File: src/hw/iec_pkg.sv
package iec_pkg;
    // ========================================================
    // register map, indices (byte address is four times index)
    localparam logic [7:0] IEC_IDX_REQ_LOW  = 8'h06; // request reg 0
    localparam logic [7:0] IEC_IDX_REQ_HIGH = 8'h07; // request reg 1
    localparam logic [7:0] IEC_IDX_EN_LOW   = 8'h08; // lower enable
    localparam logic [7:0] IEC_IDX_EN_HIGH  = 8'h09; // upper enable
    localparam logic [7:0] IEC_IDX_ERROR    = 8'h0A; // error flags
    localparam logic [7:0] IEC_IDX_COLL_POS = 8'h0B; // collision position
    localparam logic [7:0] IEC_IDX_CTRL     = 8'h0C; // suppression/multi
    localparam int         IEC_ADDR_W       = 6;     // word address bits
    // ========================================================
    // field positions
    localparam int IEC_SET_BIT       = 7; // set/clear select in requests
    localparam int IEC_INV_BIT       = 7; // pin polarity invert
    localparam int IEC_PUSHPULL_BIT  = 7; // pin driver select
    localparam int IEC_PINEN_BIT     = 6; // pin output enable
    localparam int IEC_CARD_BIT      = 5; // card detect in upper regs
    localparam int IEC_GLOBAL_BIT    = 6; // combined request in reg 1
    localparam int IEC_ERROR_SUMMARY_REQUEST_BIT    = 1; // error summary in reg 0
    localparam int IEC_RECEIVE_DONE_REQUEST_BIT     = 2; // receive done in reg 0
    localparam int IEC_E_NVM         = 7;
    localparam int IEC_E_QWR         = 6;
    localparam int IEC_E_QOVL        = 5;
    localparam int IEC_E_SHORT       = 4;
    localparam int IEC_E_EMPTY       = 3;
    localparam int IEC_E_COLL        = 2;
    localparam int IEC_CTRL_SUPP_BIT = 0; // disturbance suppression
    localparam int IEC_CTRL_MULT_BIT = 1; // multi frame receive
    // ========================================================
    // reset values and frame limits
    localparam logic [7:0] IEC_RST_BYTE     = 8'h00;
    localparam logic [7:0] IEC_MIN_BITS     = 8'h04; // shortest frame
    localparam logic [7:0] IEC_MIN_BYTES    = 8'h03; // with suppression
endpackage : iec_pkg

File: src/hw/iec_req_latch.sv
// one request register: hardware sets, software sets or clears via bit 7
module iec_req_latch (
    input  wire logic       clk_i,  // system clock
    input  wire logic       rstn_i, // async reset, active low
    input  wire logic [6:0] hw_set_i, // hardware set pulses
    input  wire logic       wr_i,   // software write strobe
    input  wire logic [7:0] wdata_i, // software write data
    output logic      [6:0] req_o   // latched requests
);
    import iec_pkg::*;

    typedef struct packed {
        logic [6:0] req;
    } iec_latch_type;

    iec_latch_type s_q;
    iec_latch_type s_d;

    // ========================================================
    // set wins over a simultaneous software clear
    always_comb begin
        s_d = s_q;
        if (wr_i) begin
            if (wdata_i[IEC_SET_BIT]) begin // [RULE23]
                s_d.req = s_q.req | wdata_i[6:0];
            end else begin
                s_d.req = s_q.req & ~wdata_i[6:0]; // [RULE23]
            end
        end
        s_d.req = s_d.req | hw_set_i;
    end

    always_ff @(posedge clk_i or negedge rstn_i) begin
        if (!rstn_i) begin
            s_q <= '0;
        end else begin
            s_q <= s_d;
        end
    end

    assign req_o = s_q.req;
endmodule : iec_req_latch

File: src/hw/iec_err_flags.sv
// error flag register with event sets and automatic command clears
module iec_err_flags (
    input  wire logic       clk_i,       // system clock
    input  wire logic       rstn_i,      // async reset, active low
    input  wire logic       nvm_done_i,  // nvm command finished pulse
    input  wire logic       nvm_fail_i,  // with that pulse: it failed
    input  wire logic       qwr_err_i,   // queue write in forbidden state
    input  wire logic       qovl_i,      // write attempt while full
    input  wire logic       short_i,     // short frame detected
    input  wire logic       empty_i,     // send due with empty queue
    input  wire logic       coll_i,      // collision outside end symbol
    input  wire logic       cmd_start_i, // new contactless command
    input  wire logic       rx_start_i,  // receive command / wait-for-data
    input  wire logic       multi_i,     // multi frame receive active
    input  wire logic       flags_st_i,  // error flags stored into queue
    output logic      [7:0] err_o        // flags, bits 1..0 read zero
);
    import iec_pkg::*;

    typedef struct packed {
        logic [7:0] err;
    } iec_err_type;

    iec_err_type s_q;
    iec_err_type s_d;

    // ========================================================
    // clears applied first so a same-cycle event still sets
    always_comb begin
        s_d = s_q;
        if (nvm_done_i) begin
            s_d.err[IEC_E_NVM] = nvm_fail_i; // [RULE7]
        end
        if ((cmd_start_i && !multi_i) || (multi_i && flags_st_i)) begin
            s_d.err[IEC_E_QWR] = 1'b0; // [RULE9] [RULE10]
        end
        if (cmd_start_i) begin
            s_d.err[IEC_E_QOVL]  = 1'b0;
            s_d.err[IEC_E_EMPTY] = 1'b0;
        end
        if (rx_start_i) begin
            s_d.err[IEC_E_SHORT] = 1'b0; // [RULE16]
            s_d.err[IEC_E_COLL]  = 1'b0; // [RULE19]
        end
        if (qwr_err_i) s_d.err[IEC_E_QWR] = 1'b1; // [RULE8]
        if (qovl_i) s_d.err[IEC_E_QOVL] = 1'b1; // [RULE11]
        if (short_i) s_d.err[IEC_E_SHORT] = 1'b1; // [RULE13]
        if (empty_i) s_d.err[IEC_E_EMPTY] = 1'b1; // [RULE17]
        if (coll_i) s_d.err[IEC_E_COLL] = 1'b1; // [RULE18]
        s_d.err[1:0] = 2'h0;
    end

    always_ff @(posedge clk_i or negedge rstn_i) begin
        if (!rstn_i) begin
            s_q <= '0;
        end else begin
            s_q <= s_d;
        end
    end

    assign err_o = s_q.err;
endmodule : iec_err_flags

File: src/hw/iec_top.sv
// ============================================================
// Functional notes
// RULE1: enable-low bit 7 inverts the interrupt pin level.
// RULE2: enable-low bits 6..0 gate request-0 bits into the combined request.
// RULE3: enable-high bit 5 gates the card detect request.
// RULE4: enable-high bits 4..0 gate timer 4..0 underflow requests.
// RULE5: enable-high bit 7: 1 push-pull pin, 0 open-drain pin.
// RULE6: enable-high bit 6 lets combined request reach the pin.
// RULE7: error bit 7 shows last nvm command failed.
// RULE8: error bit 6 on queue write in forbidden states.
// RULE9: queue write error clears when new contactless command starts.
// RULE10: in multi-frame receive it clears only after flags are stored.
// RULE11: error bit 5 on write to full queue; contents kept.
// RULE12: while overflow flag is set every further queue write is dropped.
// RULE13: error bit 4 when frame has fewer than 4 data bits.
// RULE14: such short frame gives no receive request; decoder stays on.
// RULE15: with suppression, frames under 3 bytes are dropped likewise.
// RULE16: short frame flag clears at receive start or wait-for-data.
// RULE17: error bit 3 when send is due with empty queue.
// RULE18: error bit 2 on collision; first position is recorded.
// RULE19: collision flag clears at receive start or wait-for-data.
// RULE20: collision inside end-of-frame symbol does not set the flag.
// RULE21: combined request set when any enabled request is active.
// RULE22: error summary request set by write, overflow, empty or others.
// RULE23: request writes: bit 7 selects set or clear for each 1.
// RULE24: pin = (combined and pin enable) xor invert, push-pull/open-drain.
module iec_top (
    input  wire logic                     clk_i,         // 40 MHz clock
    input  wire logic                     rstn_i,        // async, low
    // avalon-mm slave
    input  wire logic [iec_pkg::IEC_ADDR_W-1:0] avs_address_i, // word addr
    input  wire logic                     avs_read_i,    // read strobe
    input  wire logic                     avs_write_i,   // write strobe
    input  wire logic [31:0]              avs_writedata_i, // write data
    input  wire logic [3:0]               avs_byteenable_i, // lanes
    output logic      [31:0]              avs_readdata_o, // read data
    output logic                          avs_waitrequest_o, // stall
    // request sources, one-cycle pulses
    input  wire logic                     fifo_high_i,   // high alert
    input  wire logic                     fifo_low_i,    // low alert
    input  wire logic                     cmd_done_i,    // command ended
    input  wire logic                     tx_done_i,     // last bit sent
    input  wire logic                     frame_start_i, // sof detected
    input  wire logic                     card_detect_i, // card found
    input  wire logic [4:0]               tmr_underflow_i, // timers 4..0
    // error sources
    input  wire logic                     nvm_done_i,    // nvm cmd end
    input  wire logic                     nvm_fail_i,    // nvm cmd failed
    input  wire logic                     queue_wr_i,    // host queue write
    input  wire logic                     queue_full_i,  // queue is full
    input  wire logic                     wr_forbid_i,   // forbidden state
    input  wire logic                     send_empty_i,  // send, no data
    input  wire logic                     proto_err_i,   // other error
    input  wire logic                     integ_err_i,   // other error
    // receiver
    input  wire logic                     frame_end_i,   // frame complete
    input  wire logic [7:0]               frame_bits_i,  // data bits seen
    input  wire logic [7:0]               frame_bytes_i, // bytes seen
    input  wire logic                     coll_i,        // collision
    input  wire logic                     coll_in_eof_i, // within eof
    input  wire logic [7:0]               coll_pos_i,    // bit position
    input  wire logic                     cmd_start_i,   // new command
    input  wire logic                     rx_start_i,    // rx/wait-for-data
    input  wire logic                     flags_stored_i, // flags in queue
    // outputs
    output logic                          queue_wr_accept_o, // write kept
    output logic                          decoder_on_o,  // rx decoder on
    output logic                          irq_o,         // pin level out
    output logic                          irq_oe_o       // pin drive en
);
    import iec_pkg::*;

    typedef struct packed {
        logic [7:0] en_low;
        logic [7:0] en_high;
        logic [7:0] coll_pos;
        logic       coll_seen;
        logic [1:0] ctrl;
        logic       combined;
        logic [31:0] rdata;
        logic       wait_n;
        logic       accept;
        logic       irq;
        logic       irq_oe;
    } iec_top_type;

    iec_top_type s_q;
    iec_top_type s_d;

    logic [6:0] req_low;
    logic [6:0] req_high;
    logic [7:0] err;
    logic [6:0] set_low;
    logic [6:0] set_high;
    logic       wr_low;
    logic       wr_high;
    logic       bus_wr;
    logic       short_frame;
    logic       coll_valid;
    logic       ovl_hit;
    logic       err_summary;

    // byte-lane write only counts when lane 0 is enabled
    function automatic logic lane_wr(input logic [IEC_ADDR_W-1:0] a,
                                     input logic [7:0] idx);
        lane_wr = bus_wr && (a == idx[IEC_ADDR_W-1:0])
                  && avs_byteenable_i[0];
    endfunction : lane_wr

    // ========================================================
    // bus handshake: every access answered one cycle later
    assign bus_wr  = avs_write_i && !s_q.wait_n;
    assign wr_low  = lane_wr(avs_address_i, IEC_IDX_REQ_LOW);
    assign wr_high = lane_wr(avs_address_i, IEC_IDX_REQ_HIGH);

    // ========================================================
    // frame and queue qualification
    assign short_frame = frame_end_i && ((frame_bits_i < IEC_MIN_BITS) ||
        (s_q.ctrl[IEC_CTRL_SUPP_BIT] && frame_bytes_i < IEC_MIN_BYTES));
    assign coll_valid  = coll_i && !coll_in_eof_i; // [RULE20]
    // overflow flag blocks all later writes until command start
    assign ovl_hit     = queue_wr_i && (queue_full_i || err[IEC_E_QOVL]);
    assign err_summary = (queue_wr_i && wr_forbid_i) || ovl_hit ||
                         send_empty_i || proto_err_i || integ_err_i; // [RULE22]

    // ========================================================
    // hardware set vectors for the two request registers
    always_comb begin
        set_low = 7'h00;
        set_low[6] = fifo_high_i;
        set_low[5] = fifo_low_i;
        set_low[4] = cmd_done_i;
        set_low[3] = tx_done_i;
        // short frames are dropped without a receive request [RULE14] [RULE15]
        set_low[IEC_RECEIVE_DONE_REQUEST_BIT]  = frame_end_i && !short_frame;
        set_low[IEC_ERROR_SUMMARY_REQUEST_BIT] = err_summary; // [RULE22]
        set_low[0] = frame_start_i;
        set_high = 7'h00;
        set_high[IEC_GLOBAL_BIT] = s_q.combined;
        set_high[IEC_CARD_BIT]   = card_detect_i;
        set_high[4:0]            = tmr_underflow_i;
    end

    iec_req_latch u_req_low (
        .clk_i    (clk_i),
        .rstn_i   (rstn_i),
        .hw_set_i (set_low),
        .wr_i     (wr_low),
        .wdata_i  (avs_writedata_i[7:0]),
        .req_o    (req_low)
    );

    iec_req_latch u_req_high (
        .clk_i    (clk_i),
        .rstn_i   (rstn_i),
        .hw_set_i (set_high),
        .wr_i     (wr_high),
        .wdata_i  (avs_writedata_i[7:0]),
        .req_o    (req_high)
    );

    iec_err_flags u_err (
        .clk_i       (clk_i),
        .rstn_i      (rstn_i),
        .nvm_done_i  (nvm_done_i),
        .nvm_fail_i  (nvm_fail_i),
        .qwr_err_i   (queue_wr_i && wr_forbid_i),
        .qovl_i      (queue_wr_i && queue_full_i),
        .short_i     (short_frame && frame_bits_i < IEC_MIN_BITS),
        .empty_i     (send_empty_i),
        .coll_i      (coll_valid),
        .cmd_start_i (cmd_start_i),
        .rx_start_i  (rx_start_i),
        .multi_i     (s_q.ctrl[IEC_CTRL_MULT_BIT]),
        .flags_st_i  (flags_stored_i),
        .err_o       (err)
    );

    // ========================================================
    // registers, combined request and pin
    always_comb begin
        s_d        = s_q;
        s_d.wait_n = (avs_read_i || avs_write_i) && !s_q.wait_n;
        if (lane_wr(avs_address_i, IEC_IDX_EN_LOW))
            s_d.en_low = avs_writedata_i[7:0];
        if (lane_wr(avs_address_i, IEC_IDX_EN_HIGH))
            s_d.en_high = avs_writedata_i[7:0];
        if (lane_wr(avs_address_i, IEC_IDX_CTRL))
            s_d.ctrl = avs_writedata_i[1:0];
        // first collision only; rearmed with the collision flag
        if (rx_start_i) s_d.coll_seen = 1'b0;
        if (coll_valid && !s_q.coll_seen) begin
            s_d.coll_pos  = coll_pos_i; // [RULE18]
            s_d.coll_seen = 1'b1;
        end
        s_d.combined = |(req_low & s_q.en_low[6:0]) // [RULE2] [RULE21]
            || (req_high[IEC_CARD_BIT] && s_q.en_high[IEC_CARD_BIT]) // [RULE3]
            || |(req_high[4:0] & s_q.en_high[4:0]); // [RULE4]
        s_d.irq = (s_q.combined && s_q.en_high[IEC_PINEN_BIT]) // [RULE6]
                  ^ s_q.en_low[IEC_INV_BIT]; // [RULE1] [RULE24]
        // open drain only drives the low level
        s_d.irq_oe = s_q.en_high[IEC_PUSHPULL_BIT] || !s_d.irq; // [RULE5]
        s_d.accept = queue_wr_i && !ovl_hit; // [RULE11] [RULE12]
        s_d.rdata  = 32'h0000_0000;
        if (avs_read_i && !s_q.wait_n) begin
            case (avs_address_i)
                IEC_IDX_REQ_LOW[IEC_ADDR_W-1:0]:
                    s_d.rdata[6:0] = req_low;
                IEC_IDX_REQ_HIGH[IEC_ADDR_W-1:0]:
                    s_d.rdata[6:0] = req_high;
                IEC_IDX_EN_LOW[IEC_ADDR_W-1:0]:
                    s_d.rdata[7:0] = s_q.en_low;
                IEC_IDX_EN_HIGH[IEC_ADDR_W-1:0]:
                    s_d.rdata[7:0] = s_q.en_high;
                IEC_IDX_ERROR[IEC_ADDR_W-1:0]:
                    s_d.rdata[7:0] = err;
                IEC_IDX_COLL_POS[IEC_ADDR_W-1:0]:
                    s_d.rdata[7:0] = s_q.coll_pos;
                IEC_IDX_CTRL[IEC_ADDR_W-1:0]:
                    s_d.rdata[1:0] = s_q.ctrl;
                default: s_d.rdata = 32'h0000_0000; // unmapped reads zero
            endcase
        end
    end

    always_ff @(posedge clk_i or negedge rstn_i) begin
        if (!rstn_i) begin
            s_q        <= '0;
            s_q.irq_oe <= 1'b1; // open drain driving low at reset
        end else begin
            s_q <= s_d;
        end
    end

    assign avs_readdata_o    = s_q.rdata;
    assign avs_waitrequest_o = !s_q.wait_n;
    assign queue_wr_accept_o = s_q.accept;
    assign decoder_on_o      = 1'b1; // [RULE14] short frames never stop it
    assign irq_o             = s_q.irq;
    assign irq_oe_o          = s_q.irq_oe;
endmodule : iec_top

File: config.mk
export PLATFORM = sky130hd
export DESIGN_NAME = iec_top
export DESIGN_NICKNAME = d
export VERILOG_FILES = /design/src/hw/iec_pkg.sv /design/src/hw/iec_req_latch.sv /design/src/hw/iec_err_flags.sv /design/src/hw/iec_top.sv
export SDC_FILE = /design/constraint.sdc
export NUM_CORES = 1
export LEC_CHECK = 0
export BUFFER_PORTS_ARGS = -buffer_cell sky130_fd_sc_hd__buf_4
export CORE_ASPECT_RATIO = 0.6
export CORE_MARGIN = 2
export CORE_UTILIZATION = 47
export CTS_CLUSTER_DIAMETER = 120
export DETAILED_ROUTE_END_ITERATION = 12
export GPL_ROUTABILITY_DRIVEN = 0
export PLACE_DENSITY = 0.86
export SKIP_LAST_GASP = 1
export SYNTH_ARGS = -nofsm -noshare
export SYNTH_HDL_FRONTEND = slang
export SYNTH_SLANG_ARGS = --single-unit
File: constraint.sdc
create_clock -name clk_i -period 2.1 [get_ports clk_i]
set_clock_uncertainty 0.05 [all_clocks]
set_input_delay 0.21 -clock clk_i [delete_from_list [all_inputs] [get_ports clk_i]]
set_output_delay 0.21 -clock clk_i [all_outputs]
set_load 0.01 [all_outputs]
==> metrics <==
Mapped Cells=287; XOR/XNOR Fraction of Synth Area=0.00273; vias in the first global route=2,526; worst r2r src=s_q[3]; Worst-Margin Slew=0.740 ns; Hold Path Sink=u_err.err_o[4]; Post-Synth Adder-Cell Area=0; Final Hold Fails=0; GR Util All Layers=0.227; first-pass GRT wire length=12,800 um; sequential cell area fraction in the yosys report=0.469; initial antenna violation count=0; clock sinks=60; Setup crit end kind=flip-flop; TNS Setup=0 ns; worst-case reg-to-reg path depth=4; status=finished clean; clock-pin transition on the worst setup and hold timing paths=0.05 ns; Worst EP arrival=1.84 ns; vias per cell=5.51; compound-cell area share of the yosys netlist=0.0566; hold wc startpoint=frame_bits_i[3]; Post-synth top cells=dfrtp_1 (59), buf_4 (33), mux2_2 (31), nor2_1 (29), nand3_1 (18); Inst Count DP=438; Post-Syn Area=0.00320 mm^2; CP Cell Sequence=nand3b_1 > nor4b_4 > buf_4 > mux2_2; DR vias=2,512; Post-synth EDFFs=0; most numerous cell in the Yosys netlist=dfrtp_1; Crit Path Class=flip-flop to flip-flop; chip height=67.9 um; worst reg2reg setup slack=0.41 ns; placed instance area=0.00374 mm^2; Critical Path Fanout Max=8; RSZ-0062 raised after global routing=no; DRC violations left=0; fin area=0.00406 mm^2; final core utilization=0.611; worst IR drop on VDD=0.532 mV; hold_ws=0.0260 ns; synth warn=0; Initial Utilization=0.482; Max clock buf depth=2; I/O Buffers=77; final wirelength=7800 um; CTS tree=yes; CP required=2.25 ns; Crit path max-delay family=simple AND/OR/NAND/NOR gates; router iterations before antenna repair=5; post-synthesis mux area share=0.195; number of buffers created by CTS=9; Clk Tree Root Cell=clkbuf_16; largest net degree at the start of global routing=61; Largest stage delay, worst path=0.45 ns; leading area contributor after synthesis=dfrtp_1; drt wl/cell=17.1 um; WP buf/inv=1; GRT overflow=0; Simple-Gate Fraction of Synth Area=0.171; area share of the largest cell type after synthesis=0.461; hold path depth=2; max_cap viols=0; die footprint=0.00751 mm^2; number of diodes=0; RR Endpoint=s_q[59]; achievable clock frequency=0.593 GHz; row cnt=23; Worst Hold Class=input pin to flip-flop; Tmin final=1.69 ns; final net count=459; CTS H-tree lvls=3; core footprint=0.00665 mm^2; Area contributors post-synth=dfrtp_1 (46%), mux2_2 (11%), buf_4 (7.7%); number of distinct library cells after synthesis=44; ratio of cells with drive above 1 in the final layout=0.382; Pleak=1.80 nW; Die X-Extent=111 um; Non-Filler Instances=456; layout overhead on the synthesized area=26.8%; cell area power density=780 mW/mm^2; clock latency at the later pin of the worst-skew pair=0.32 ns; main combinational cell family by area after synthesis=multiplexers; Setup crit start kind=flip-flop; Post-DRT Antenna Nets=0; io pins=132; hpwl dp=6030 um; Mapped Avg Cell Area=11.2 um^2; period utilization=0.803; Rel. slew slack=0.507; Slew Limit Fails=0; endpoints failing setup=0; ys async rst share=1.00; CP max-delay cell=dfrtp_1; Iteration-0 DRC Markers=265; Post-synth top flop=dfrtp_1; number of synthesized register bits=60
[sequential cells by signal (all words and copies together), names as in the netlist]
name,count
irq_o,1
u_req_low.req_o,7
avs_readdata_o,8
queue_wr_accept_o,1
irq_oe_o,1
s_q,29
u_err.err_o,6
u_req_high.req_o,7
[worst max path at each step]
stage,startpoint,endpoint,depth (start not counted)
after floorplan,s_q[3],s_q[56],3
after global placement,avs_address_i[3],u_req_low.req_o[1],5
after detailed placement,avs_address_i[3],u_req_low.req_o[1],5
after CTS,s_q[3],s_q[58],4
after global routing,s_q[3],s_q[59],4
final,s_q[3],s_q[59],4
[per-stage QoR]
step / power, mW / setup WS (ns)
final: 3.17 / 0.413
after global placement: 1.70 / 0.294
after global routing: 3.30 / 0.318
after floorplan: 1.54 / 0.350
after CTS: 3.20 / 0.443
after detailed placement: 1.72 / 0.259
[layout by cell type, fill, tap and decap left out, types with 4 or more instances in the layout]
master,n
nand3_1,18
nor3_1,9
buf_4,84
mux4_2,6
a31oi_1,5
nor2_1,29
mux2_2,31
mux2i_1,14
nand2_1,10
nor4_1,8
dfrtp_1,59
inv_1,9
clkinv_2,4
clkbuf_16,9
conb_1,25
[metal layers]
| metal | up-vias | share of wire | GRT usage |
|---|---|---|---|
| met1 | 1214 | 0.42 | 0.284 |
| met3 | 9 | 0.12 | 0.109 |
| met2 | 149 | 0.44 | 0.363 |
| met4 | 0 | 0.011 | 0.0516 |
| li1 | 1140 | - | - |
| met5 | - | 0 | 0 |
[final cells by class]
cell class / count / area (um^2)
Fill cell: 538 / 2590
Multi-Input combinational cell: 198 / 1460
Timing Repair Buffer: 86 / 651
Sequential cell: 60 / 1500
Tap cell: 87 / 109
Clock inverter: 5 / 50.0
Clock buffer: 11 / 253
Inverter: 9 / 33.8
[what timing repair did]
item / in CTS / in global routing
hold buffers: 2 / 0
setup buffers: 0 / 0
endpoints found under the hold margin: 60 / 0
setup endpoints to repair: 0 / 0
resized for setup: 0 / 0
[power by group]
group	total (mW)	internal (mW)	switching [mW]
combinational	0.406	0.216	0.190
sequential	1.30	1.24	0.0581
clock	1.46	0.972	0.491
[logic make-up after synthesis]
family,after synthesis
AOI/OAI and AO/OA,23
xor gates and xnor gates,1
buffers and inverters,52
DFF,60
muxes,51
other,2
and+or+nand+nor,98
(Power assumes the default switching activity.)
